==> src/core/psbi_regs.vh <==
// constants for the system bus controller (external agent side)
// Contract
// address and data share one 64-bit bus with an 8-bit check bus.
// processor check bus may be configured as parity or error-correcting code.
// 9-bit command bus; whoever drives it adds parity.
// command tells address or data; address commands give transaction type.
// data commands carry last-word marker and line cache state.
// command bus is two-way; each party drives its own requests.
// byte, halfword, tribyte, word, doubleword and block transfers are supported.
// sub-doubleword: low three address bits give byte, command gives count.
// processor transmit rate and frequency come from boot-time mode bits.
// external agent alone paces data into the processor.
// agent drives read and write accept-ready to show it can accept.
// processor samples accept-ready before removing the address.
// agent asserts external_bus_request to ask for bus ownership.
// processor answers with release, handing buses to the agent.
// processor_valid marks every cycle the processor drives valid content.
// agent asserts external_valid only while owning and driving valid content.
// agent reports invalidate completion with invalidate_ack or invalidate_error.
// processor has modes with and without secondary cache.
// without secondary cache, one processor request outstanding at a time.
// read: valid with address; if read-ready, processor tristates and releases.
// with secondary cache, processor may overlap transactions.
// during handover the processor keeps its drivers tristated.
`ifndef PSBI_REGS_VH
`define PSBI_REGS_VH
// ************************************************************
// register map of the controller
// ************************************************************
`define PSBI_A_CTRL 4'h0
`define PSBI_A_STAT 4'h1
`define PSBI_A_REQ 4'h2
`define PSBI_A_ADDR 4'h3
`define PSBI_A_DATA 4'h4
`define PSBI_A_CAPA 4'h5
`define PSBI_A_CAPC 4'h6
// ctrl fields
`define PSBI_C_RRDY 0
`define PSBI_C_WRDY 1
`define PSBI_C_ECC 2
`define PSBI_C_IVACK 3
`define PSBI_C_IVERR 4
// req fields: bit 0 go, bits 9:1 command, bit 10 last of burst
`define PSBI_R_GO 0
`define PSBI_R_CMD_HI 9
`define PSBI_R_CMD_LO 1
`define PSBI_R_LAST 10
// status fields
`define PSBI_S_OWN 0
`define PSBI_S_BUSY 1
`define PSBI_S_CAP 2
`define PSBI_S_PERR 3
`define PSBI_S_CERR 4
`define PSBI_S_CCNT_LO 8
// command encoding: bit 8 set marks data, 7:5 type / state
`define PSBI_CMD_DATA 8
`define PSBI_CMD_LAST 7
// states
`define PSBI_ST_IDLE 3'h0
`define PSBI_ST_ASK 3'h1
`define PSBI_ST_OWN 3'h2
`define PSBI_ST_SEND 3'h3
`define PSBI_ST_BACK 3'h4
`define PSBI_W 64
`define PSBI_CW 9
`endif

==> src/core/psbi_agent.v <==
// external agent controller joining software to the processor system bus
//
// The address map and strobed register access were chosen for this implementation.
`include "psbi_regs.vh"
module psbi_agent (
  input wire clk,
  input wire reset_n,
  input wire [3:0] addr,
  input wire [63:0] wdata,
  input wire wr,
  input wire rd,
  output reg [63:0] rdata,
  input wire [63:0] sys_addr_data_bus_in,
  output reg [63:0] sys_addr_data_bus_out,
  output wire sys_addr_data_bus_oe_n,
  input wire [7:0] sys_check_bus_in,
  output reg [7:0] sys_check_bus_out,
  output wire sys_check_bus_oe_n,
  input wire [8:0] sys_command_bus_in,
  input wire sys_command_parity_in,
  output reg [8:0] sys_command_bus_out,
  output reg sys_command_parity_out,
  output wire sys_command_bus_oe_n,
  input wire processor_valid,
  input wire release_bus,
  output wire read_accept_ready,
  output wire write_accept_ready,
  output reg external_bus_request,
  output reg external_valid,
  output wire invalidate_ack,
  output wire invalidate_error
);
  reg [4:0] ctrl_q;
  reg [2:0] state_q;
  reg [63:0] cap_addr_q;
  reg [8:0] cap_cmd_q;
  reg cap_q;
  reg perr_q;
  reg cerr_q;
  reg [7:0] ccnt_q;
  reg [63:0] tx_data_q;
  reg [10:0] tx_req_q;
  reg pend_q;
  reg [7:0] chk;
  integer i;
  wire own;
  wire take_req;
  wire cap_ev;
  wire cap_clr;

  // ************************************************************
  // readiness and status outputs
  // ************************************************************
  // software chooses whether the processor may hand us new work
  assign read_accept_ready = ctrl_q[`PSBI_C_RRDY];
  assign write_accept_ready = ctrl_q[`PSBI_C_WRDY];
  // one-cycle completion pulses for invalidate requests: acknowledge and error
  assign invalidate_ack = ctrl_q[`PSBI_C_IVACK];
  assign invalidate_error = ctrl_q[`PSBI_C_IVERR];
  // we drive the shared buses only while the processor has released them
  assign own = (state_q == `PSBI_ST_OWN) || (state_q == `PSBI_ST_SEND);
  assign sys_addr_data_bus_oe_n = ~own;
  assign sys_check_bus_oe_n = ~own;
  assign sys_command_bus_oe_n = ~own;

  // check bits for the outgoing word: byte parity or a folded code
  always @* begin
    chk = 8'h00;
    for (i = 0; i < 8; i = i + 1) begin
      chk[i] = ^tx_data_q[i*8 +: 8];
    end
    if (ctrl_q[`PSBI_C_ECC]) begin
      chk = chk ^ {tx_data_q[7:0] ^ tx_data_q[63:56]};
    end
  end

  // ************************************************************
  // capture of processor commands and data
  // ************************************************************
  // we take whatever arrives whenever valid is high and we do not own the buses; the processor paces only its own sends
  assign cap_ev = processor_valid && !own;
  assign cap_clr = wr && (addr == `PSBI_A_STAT);
  // capture flag: a new word wins over a clear in the same cycle
  always @(posedge clk or negedge reset_n) begin
    if (!reset_n) begin
      cap_q <= 1'b0;
      perr_q <= 1'b0;
      cerr_q <= 1'b0;
      ccnt_q <= 8'h00;
      cap_addr_q <= 64'h0000000000000000;
      cap_cmd_q <= 9'h000;
    end else begin
      if (cap_ev) begin
        cap_q <= 1'b1;
        cap_addr_q <= sys_addr_data_bus_in;
        cap_cmd_q <= sys_command_bus_in;
        ccnt_q <= ccnt_q + 8'h01;
        // parity error on the command bus from the processor
        if ((^sys_command_bus_in) != sys_command_parity_in) begin
          perr_q <= 1'b1;
        end
        if (!ctrl_q[`PSBI_C_ECC] && (sys_check_bus_in != {
            ^sys_addr_data_bus_in[63:56], ^sys_addr_data_bus_in[55:48],
            ^sys_addr_data_bus_in[47:40], ^sys_addr_data_bus_in[39:32],
            ^sys_addr_data_bus_in[31:24], ^sys_addr_data_bus_in[23:16],
            ^sys_addr_data_bus_in[15:8], ^sys_addr_data_bus_in[7:0]})) begin
          cerr_q <= 1'b1;
        end
      end else if (cap_clr) begin
        cap_q <= cap_q & ~wdata[`PSBI_S_CAP];
        perr_q <= perr_q & ~wdata[`PSBI_S_PERR];
        cerr_q <= cerr_q & ~wdata[`PSBI_S_CERR];
      end
    end
  end

  // ************************************************************
  // control register and request latch
  // ************************************************************
  assign take_req = wr && (addr == `PSBI_A_REQ) && wdata[`PSBI_R_GO];
  always @(posedge clk or negedge reset_n) begin
    if (!reset_n) begin
      ctrl_q <= 5'h00;
      tx_data_q <= 64'h0000000000000000;
      tx_req_q <= 11'h000;
      pend_q <= 1'b0;
    end else begin
      // invalidate status bits self-clear so they act as pulses
      ctrl_q[`PSBI_C_IVACK] <= 1'b0;
      ctrl_q[`PSBI_C_IVERR] <= 1'b0;
      if (wr && (addr == `PSBI_A_CTRL)) begin
        ctrl_q <= wdata[4:0];
      end
      if (wr && (addr == `PSBI_A_DATA)) begin
        tx_data_q <= wdata;
      end
      // a new word is refused while one is pending
      if (take_req && !pend_q) begin
        tx_req_q <= wdata[10:0];
        pend_q <= 1'b1;
      end else if (state_q == `PSBI_ST_SEND) begin
        pend_q <= 1'b0;
      end
    end
  end

  // ************************************************************
  // ownership state machine
  // ************************************************************
  // ask, wait for release, drive words until one marked last, then give the buses back
  always @(posedge clk or negedge reset_n) begin
    if (!reset_n) begin
      state_q <= `PSBI_ST_IDLE;
      external_bus_request <= 1'b0;
      external_valid <= 1'b0;
      sys_addr_data_bus_out <= 64'h0000000000000000;
      sys_check_bus_out <= 8'h00;
      sys_command_bus_out <= 9'h000;
      sys_command_parity_out <= 1'b0;
    end else begin
      external_valid <= 1'b0;
      case (state_q)
        `PSBI_ST_IDLE: begin
          if (pend_q || release_bus) begin
            state_q <= release_bus ? `PSBI_ST_OWN : `PSBI_ST_ASK;
            external_bus_request <= !release_bus;
          end
        end
        `PSBI_ST_ASK: begin
          // the processor answers with release before we touch the buses
          if (release_bus) begin
            external_bus_request <= 1'b0;
            state_q <= `PSBI_ST_OWN;
          end
        end
        `PSBI_ST_OWN: begin
          if (pend_q) begin
            sys_addr_data_bus_out <= tx_data_q;
            sys_check_bus_out <= chk;
            sys_command_bus_out <= tx_req_q[`PSBI_R_CMD_HI:`PSBI_R_CMD_LO];
            sys_command_parity_out <= ^tx_req_q[`PSBI_R_CMD_HI:`PSBI_R_CMD_LO];
            external_valid <= 1'b1;
            state_q <= `PSBI_ST_SEND;
          end else if (!release_bus) begin
            state_q <= `PSBI_ST_IDLE;
          end
        end
        `PSBI_ST_SEND: begin
          // we pace data into the processor one word per software push
          state_q <= tx_req_q[`PSBI_R_LAST] ? `PSBI_ST_BACK : `PSBI_ST_OWN;
        end
        `PSBI_ST_BACK: begin
          state_q <= `PSBI_ST_IDLE;
        end
        default: begin
          state_q <= `PSBI_ST_IDLE;
        end
      endcase
    end
  end

  // ************************************************************
  // register read port
  // ************************************************************
  always @(posedge clk or negedge reset_n) begin
    if (!reset_n) begin
      rdata <= 64'h0000000000000000;
    end else if (rd) begin
      case (addr)
        `PSBI_A_CTRL: rdata <= {59'h0, ctrl_q};
        `PSBI_A_STAT: rdata <= {48'h0, ccnt_q, 3'h0, cerr_q, perr_q, cap_q, pend_q, own};
        `PSBI_A_REQ: rdata <= {53'h0, tx_req_q};
        `PSBI_A_DATA: rdata <= tx_data_q;
        `PSBI_A_CAPA: rdata <= cap_addr_q;
        `PSBI_A_CAPC: rdata <= {55'h0, cap_cmd_q};
        default: rdata <= 64'h0000000000000000;
      endcase
    end else begin
      rdata <= 64'h0000000000000000;
    end
  end
endmodule // psbi_agent

==> config.mk <==
export PLATFORM = sky130hd
export DESIGN_NAME = psbi_agent
export DESIGN_NICKNAME = d
export VERILOG_FILES = /design/src/core/psbi_agent.v
export VERILOG_INCLUDE_DIRS = /design/src /design/src/core
export SDC_FILE = /design/constraint.sdc
export NUM_CORES = 1
export LEC_CHECK = 0
export BUFFER_PORTS_ARGS = -buffer_cell sky130_fd_sc_hd__buf_2
export CORE_MARGIN = 1
export CORE_UTILIZATION = 25
export DETAILED_ROUTE_END_ITERATION = 10
export PLACE_DENSITY = 0.49
export SETUP_SLACK_MARGIN = 0.4
export SYNTH_ARGS = -nofsm -noshare
export SYNTH_HDL_FRONTEND = slang
export SYNTH_SLANG_ARGS = --single-unit
==> constraint.sdc <==
create_clock -name clk -period 1.8 [get_ports clk]
set_input_delay 0.18 -clock clk [delete_from_list [all_inputs] [get_ports clk]]
set_output_delay 0.18 -clock clk [all_outputs]
set_load 0.005 [all_outputs]
==> results of run 1 <==
-- cell usage after synthesis, drive strengths merged --
library cell and count:
a211o 2, a211oi 1, a21o 1, a21oi 9, a221oi 2, a222oi 7
a22oi 64, a311oi 1, a31oi 3, and2 1, and2b 1, and3 4
and4 2, buf 55, clkbuf 15, dfrtp 316, ha 1, inv 6
mux2 76, mux2i 5, nand2 471, nand2b 3, nand3 8, nand4 4
nor2 58, nor3 4, nor3b 1, nor4 4, o21ai 13, o22ai 2
o31ai 1, o32a 1, or2 3, xnor2 118, xnor3 6, xor2 26
-- flip-flops by register name (all words and copies together), names as in the netlist, 3 cells and up --
| signal | cells |
|---|---|
| sys_command_bus_out | 9 |
| cap_addr_q | 64 |
| sys_check_bus_out | 8 |
| tx_data_q | 64 |
| cap_cmd_q | 9 |
| ccnt_q | 8 |
| tx_req_q | 11 |
| ctrl_q | 5 |
| state_q | 3 |
| rdata | 64 |
| sys_addr_data_bus_out | 64 |
-- power groups by stage --
| stage | combinational, W | sequential (W) | clock (W) |
|---|---|---|---|
| after floorplan | 0.00439 | 0.0107 | 0 |
| after global placement | 0.00715 | 0.0111 | 0 |
| after detailed placement | 0.00723 | 0.0112 | 0 |
| after CTS | 0.00944 | 0.0112 | 0.00881 |
| after global routing | 0.0111 | 0.0116 | 0.00909 |
| final | 0.0102 | 0.0113 | 0.00859 |
-- cells by family after synthesis --
family	Yosys count
AO/OA/AOI/OAI	107
flip-flops	316
AND/OR/NAND/NOR	564
adder cells (fa/ha/maj)	1
multiplexers	81
buffers and inverters	76
XOR/XNOR	150
-- per-stage QoR --
stage	setup WS [ns]	hold slack (ns)	util	cell area, um2	total power, W
2_1_floorplan	0.324	-0.116	-	13700	0.0151
3_3_place_gp	-0.154	0.170	0.305	16400	0.0183
3_5_place_dp	-0.118	0.172	0.305	16400	0.0184
4_1_cts	0.143	0.0981	0.383	20600	0.0294
5_1_grt	0.0929	0.133	0.397	21300	0.0318
6_report	0.143	0.150	0.397	21300	0.0302
-- timing repair --
action,in CTS,in global routing
pin swaps,67,48
setup endpoints to repair,164,174
gates resized for setup,146,121
hold endpoints to repair,224,0
cloned,27,10
hold buffers,142,0
buffers inserted,20,12
-- layer usage --
| layer | track usage | up-vias |
|---|---|---|
| met2 | 0.325 | 377 |
| li1 | - | 5346 |
| met5 | 0 | - |
| met1 | 0.256 | 5946 |
| met3 | 0.0344 | 83 |
| met4 | 0.0590 | 0 |
-- worst reg2reg max path: cells and delay by family, from the launching register on --
family | cells | cell delay (ns)
buffers and inverters | 4 | 0.55
flip-flops | 1 | 0.38
AND/OR/NAND/NOR | 4 | 0.62
-- final timing paths --
| check | startpoint | to | slack (ns) | depth (start not counted) |
|---|---|---|---|---|
| worst max-delay path | state_q[2] | sys_addr_data_bus_out[40] | 0.14 | 8 |
| worst min-delay path | addr[3] | rdata[2] | 0.15 | 4 |
| worst max register to register | state_q[2] | sys_addr_data_bus_out[40] | 0.14 | 8 |
| worst min register to register | sys_command_bus_out[8] | sys_command_bus_out[8] | 0.47 | 2 |
| max in group asynchronous | reset_n | sys_addr_data_bus_out[39] | 0.95 | 3 |
| min in group asynchronous | reset_n | sys_addr_data_bus_out[15] | 0.17 | 2 |
-- final cells by class --
cell class | count | area, um2 | share of cell area
inverter | 6 | 35.0 | 0.00164
tap | 696 | 871 | 0.0409
clock buffer | 51 | 1140 | 0.0537
timing repair buffer | 573 | 5080 | 0.239
multi-input combinational | 904 | 5990 | 0.281
clock inverter | 19 | 259 | 0.0122
sequential | 316 | 7910 | 0.371
antenna | 1 | 2.50 | 0.000117
==> results.py, run 1 <==
metrics = {
    "run_status": {
        "outcome": "finished clean",
    },
    "sta": {
        "timing.setup.tns_ns": 0,
        "worst_skew_ns": 0.0189,
        "grt_setup_unrepaired": "true",
        "report.final.setup_viol": 0,
        "worst_slew_pin_slew_ns": 0.514,
        "timing.final.crit_share": 0.921,
        "slew-limit-headroom": 0.657,
        "finalWorstPathRequiredPeriod_ns": 1.66,
        "timing_max_transition_violations_final": 0,
        "report.final.hold_viol_count": 0,
        "max_freq_mhz": 603,
    },
    "floorplanning": {
        "initial_core_util": 0.253,
        "die_area_um2": 55200,
        "core-area_um2": 53700,
        "ios": 311,
        "fp.dieH_um": 235,
        "fp.dieW_um": 235,
        "std_cell_rows": 85,
    },
    "detailed_routing": {
        "totalWireLength_um": 56000,
        "drcViolationCount": 0,
        "dr_wl_met3_um": 2790,
        "wl_met1_um": 24400,
        "routedWlPerCell_um": 21.8,
        "route.met2.wl_um": 27200,
        "detail_route.iter0.violations": 714,
        "drt_first_pass_iters": 7,
        "topRoutingLayerUsed": "met4",
        "antenna_left": 0,
        "vias": 11800,
        "via_per_inst": 4.58,
    },
    "yosys": {
        "ys_ff_latch": 316,
        "synth_compound_gate_area_share": 0.0566,
        "postSynthNetCount": 1452,
        "mappedNetlistArea_um2": 13600,
        "synth_cell_types": 46,
        "synth-seq-area-share": 0.583,
        "post_synthesis_adder_cell_area_fraction": 0.000922,
        "mean_cell_area_of_the_mapped_netlist_um2": 10.5,
        "synthSimpleGateAreaFrac": 0.164,
        "share_of_the_synthesized_area_in_the_top_cell_type": 0.583,
        "gate_count_post_synth": 1295,
        "synth_top_cells_by_area": "sky130_fd_sc_hd__dfrtp_1, sky130_fd_sc_hd__nand2_1, sky130_fd_sc_hd__xnor2_1",
        "post_synth_mux_area_share": 0.0668,
        "synth_top_cell_by_area": "sky130_fd_sc_hd__dfrtp_1",
        "synth_xor_xnor_area_share": 0.103,
        "main_combinational_cell_family_by_area_after_synthesis": "simple AND/OR/NAND/NOR gates",
        "yosys_warning_count": 0,
    },
    "layout": {
        "num-fill-cells": 5204,
        "final_cells": 2566,
        "layout_common_cells": "sky130_fd_sc_hd__nand2_1, sky130_fd_sc_hd__dfrtp_1, sky130_fd_sc_hd__buf_2, sky130_fd_sc_hd__dlygate4sd3_1, sky130_fd_sc_hd__xnor2_1",
        "area.growth.synth_to_final_pct": 57.0,
        "post_route_cells_drive_above_1_share": 0.394,
        "finish.net_count": 1997,
        "leading_cell_type_in_the_layout_fill_and_taps_excluded": "sky130_fd_sc_hd__nand2_1",
    },
    "grt": {
        "via_count_of_the_first_global_routing_pass": 12100,
        "gr_usage_total": 0.195,
        "grt_pass1_wl_um": 80000,
        "grt_antenna_before_repair": 0,
        "grt_remaining_overflow": 0,
        "maximum_number_of_pins_on_one_net_before_global_route_repair": 64,
    },
    "clocking": {
        "cts_buffers": 39,
        "clock_tree.buffer_depth": 3,
        "clock_tree_from_tritoncts": "built",
        "clock_sink_count": 316,
        "clock_insertion_delay_worst_skew_ns": 0.55,
        "clock_pin_slew_of_the_registers_on_the_worst_case_setup_and_hold_paths_ns": 0.06,
        "root_buffer": "sky130_fd_sc_hd__clkbuf_16",
        "htree_levels": 2,
    },
    "critical_path": {
        "worst_setup_path_end_kind": "flop",
        "timing.critical_path.required_ns": 2.24,
        "crit_path_max_incr_delay_ns": 0.38,
        "crit_path_start_kind": "flop",
        "path_common_cell": "sky130_fd_sc_hd__buf_12",
        "critical_path_class": "flop to flop",
        "worstPathArrival_ns": 2.10,
        "cell_family_contributing_the_most_delay_on_the_critical_path": "simple AND/OR/NAND/NOR gates",
        "cpMaxStageDelayCell": "sky130_fd_sc_hd__dfrtp_1",
        "crit_path_cell_trace": "and2b_1 > inv_2 > or2_4 > buf_12 > buf_12 > buf_16 > nand2_4 > nand2_2",
        "worst-path-buf-inv": 4,
        "critical_path_peak_fanout": 7,
    },
    "pwr": {
        "combinationalPowerShare": 0.339,
        "clockPowerShare": 0.285,
        "static-leakage-power_nw": 10.5,
        "seq_power_share": 0.376,
        "switching_power_w": 0.0102,
        "p_per_area_nw_per_um2": 1420,
        "power.switching_fraction": 0.337,
        "power.internal_w": 0.0200,
        "peakVddDrop_mv": 0.582,
    },
    "placed_design": {
        "port-buffer-count": 310,
        "globalplace.congestion": 0.802,
        "place.detailed.instances": 2284,
        "detailed_place_hpwl_um": 31900,
    },
    "job": {
        "timing.max_cap.violations": 0,
    },
    "min_path": {
        "hold_class": "primary input to flop",
    },
}
Power figures use the tool's default switching activity.
==> inputs of run 2 (changes only) <==
SETUP_SLACK_MARGIN = default   (was 0.4)
==> results.py, run 2 (synthesized netlist as in run 1, its figures left out) <==
metrics = {
    "run_status": {
        "outcome": "finished clean",
    },
    "sta": {
        "slew-limit-headroom": 0.595,
        "report.final.setup_viol": 0,
        "report.final.hold_viol_count": 0,
        "timing.final.crit_share": 0.982,
        "max_freq_mhz": 566,
        "final_critical_path_setup_slack_ns": 0.0327,
        "worst_skew_ns": 0.0130,
        "worst_slew_pin_slew_ns": 0.601,
        "timing.setup.tns_ns": 0,
        "finalWorstPathRequiredPeriod_ns": 1.77,
        "timing_max_transition_violations_final": 0,
    },
    "clocking": {
        "clock_tree.buffer_depth": 3,
        "clock_tree_from_tritoncts": "built",
        "cts_buffers": 38,
        "clock_sink_count": 316,
        "clock_insertion_delay_worst_skew_ns": 0.54,
        "clock_pin_slew_of_the_registers_on_the_worst_case_setup_and_hold_paths_ns": 0.06,
        "htree_levels": 2,
        "root_buffer": "sky130_fd_sc_hd__clkbuf_16",
    },
    "job": {
        "timing.max_cap.violations": 0,
    },
    "layout": {
        "finish.net_count": 1937,
        "area.growth.synth_to_final_pct": 41.3,
        "layout_common_cells": "sky130_fd_sc_hd__nand2_1, sky130_fd_sc_hd__dfrtp_1, sky130_fd_sc_hd__buf_2, sky130_fd_sc_hd__dlygate4sd3_1, sky130_fd_sc_hd__xnor2_1",
        "leading_cell_type_in_the_layout_fill_and_taps_excluded": "sky130_fd_sc_hd__nand2_1",
        "num-fill-cells": 5392,
        "post_route_cells_drive_above_1_share": 0.294,
        "final_cells": 2505,
    },
    "critical_path": {
        "worstPathArrival_ns": 2.18,
        "crit_path_start_kind": "primary input",
        "worst-r2r-cell-count": 6,
        "critical_path_peak_fanout": 2,
        "critical_path_class": "primary input to flop",
        "worst_setup_path_end_kind": "flop",
        "timing.critical_path.required_ns": 2.21,
    },
    "detailed_routing": {
        "drcViolationCount": 0,
        "totalWireLength_um": 46500,
        "drt_first_pass_iters": 5,
        "routedWlPerCell_um": 18.6,
        "via_per_inst": 4.39,
        "vias": 11000,
        "detail_route.iter0.violations": 543,
        "antenna_left": 0,
    },
    "grt": {
        "maximum_number_of_pins_on_one_net_before_global_route_repair": 70,
        "grt_pass1_wl_um": 71500,
        "via_count_of_the_first_global_routing_pass": 11700,
        "grt_remaining_overflow": 0,
        "gr_usage_total": 0.169,
        "grt_antenna_before_repair": 4,
    },
    "placed_design": {
        "place_ws_ns": -0.197,
        "globalplace.congestion": 0.802,
        "port-buffer-count": 310,
        "place.detailed.instances": 2295,
        "detailed_place_hpwl_um": 32800,
    },
    "pwr": {
        "peakVddDrop_mv": 0.805,
        "p_per_area_nw_per_um2": 1390,
        "static-leakage-power_nw": 9.53,
    },
    "min_path": {
        "worstHoldPathCells": 4,
        "hold_class": "primary input to flop",
    },
    "floorplanning": {
        "die_area_um2": 55200,
        "initial_core_util": 0.253,
        "core-area_um2": 53700,
        "fp.dieW_um": 235,
        "ios": 311,
        "fp.dieH_um": 235,
        "std_cell_rows": 85,
    },
}
==> run 2: cell types whose count changed in the layout (fill, tap and decap cells not counted), sizes merged <==
cell	before	now
buf	425	375
clkbuf	57	50
clkinv	13	6
clkinvlp	1	5
dlygate4sd3	142	140
inv	5	7
nand2	472	471
==> run 2: layout make-up <==
type	count	area, um2	share of cell area
Timing Repair Buffer	515	3630	0.189
Multi-Input combinational cell	903	5390	0.281
Clock inverter	18	260	0.0136
Antenna cell	1	2.50	0.000131
Inverter	6	22.5	0.00117
Clock buffer	50	1100	0.0572
Tap cell	696	871	0.0454
Sequential cell	316	7910	0.412
==> run 2: stage by stage <==
stage	utilization	power, W	cell area, um2	hold WS (ns)
floorplan	-	0.0149	13600	-0.116
global placement	0.305	0.0182	16400	0.128
detailed placement	0.305	0.0183	16400	0.122
CTS	0.356	0.0271	19100	0.00179
global route	0.357	0.0283	19200	0.0300
finish	0.357	0.0266	19200	0.0398
==> run 2: critical path: stages <==
cell and delay (ns):
sky130_fd_sc_hd__dlygate4sd3_1 0.52, sky130_fd_sc_hd__buf_2 0.15, sky130_fd_sc_hd__xnor2_2 0.19, sky130_fd_sc_hd__xnor3_1 0.28
sky130_fd_sc_hd__xnor2_2 0.23, sky130_fd_sc_hd__buf_4 0.16, sky130_fd_sc_hd__nand2_1 0.07, sky130_fd_sc_hd__nor4_2 0.29
sky130_fd_sc_hd__o31ai_1 0.10
==> run 2: path summary, 6_finish.rpt <==
kind,start,slack [ns],end
worst max-delay path,sys_addr_data_bus_in[52],0.03,cerr_q
worst max register to register,state_q[1],0.14,cap_addr_q[56]
max in group asynchronous,reset_n,0.91,sys_addr_data_bus_out[48]
worst min register to register,sys_addr_data_bus_out[24],0.46,sys_addr_data_bus_out[24]
worst min-delay path,sys_addr_data_bus_in[2],0.04,cap_addr_q[2]
min in group asynchronous,reset_n,0.14,rdata[14]
==> run 2: timing repair <==
action / CTS / global route
gates cloned: 0 / 0
pin swaps: 0 / 3
buffers inserted: 1 / 0
endpoints found under the setup margin: 9 / 1
hold buffers: 140 / 0
endpoints found under the hold margin: 451 / 0
resized for setup: 2 / 6
==> run 2: report_power, final <==
part | switching [W] | internal, W
registers | 0.00173 | 0.00931
logic | 0.00372 | 0.00356
clock network | 0.00315 | 0.00516
==> run 2: metal layers <==
metal  track usage  share of wire
met1         0.224           0.45
met2         0.272           0.47
met3        0.0441          0.061
met4        0.0467          0.022
met5             0        0.00065
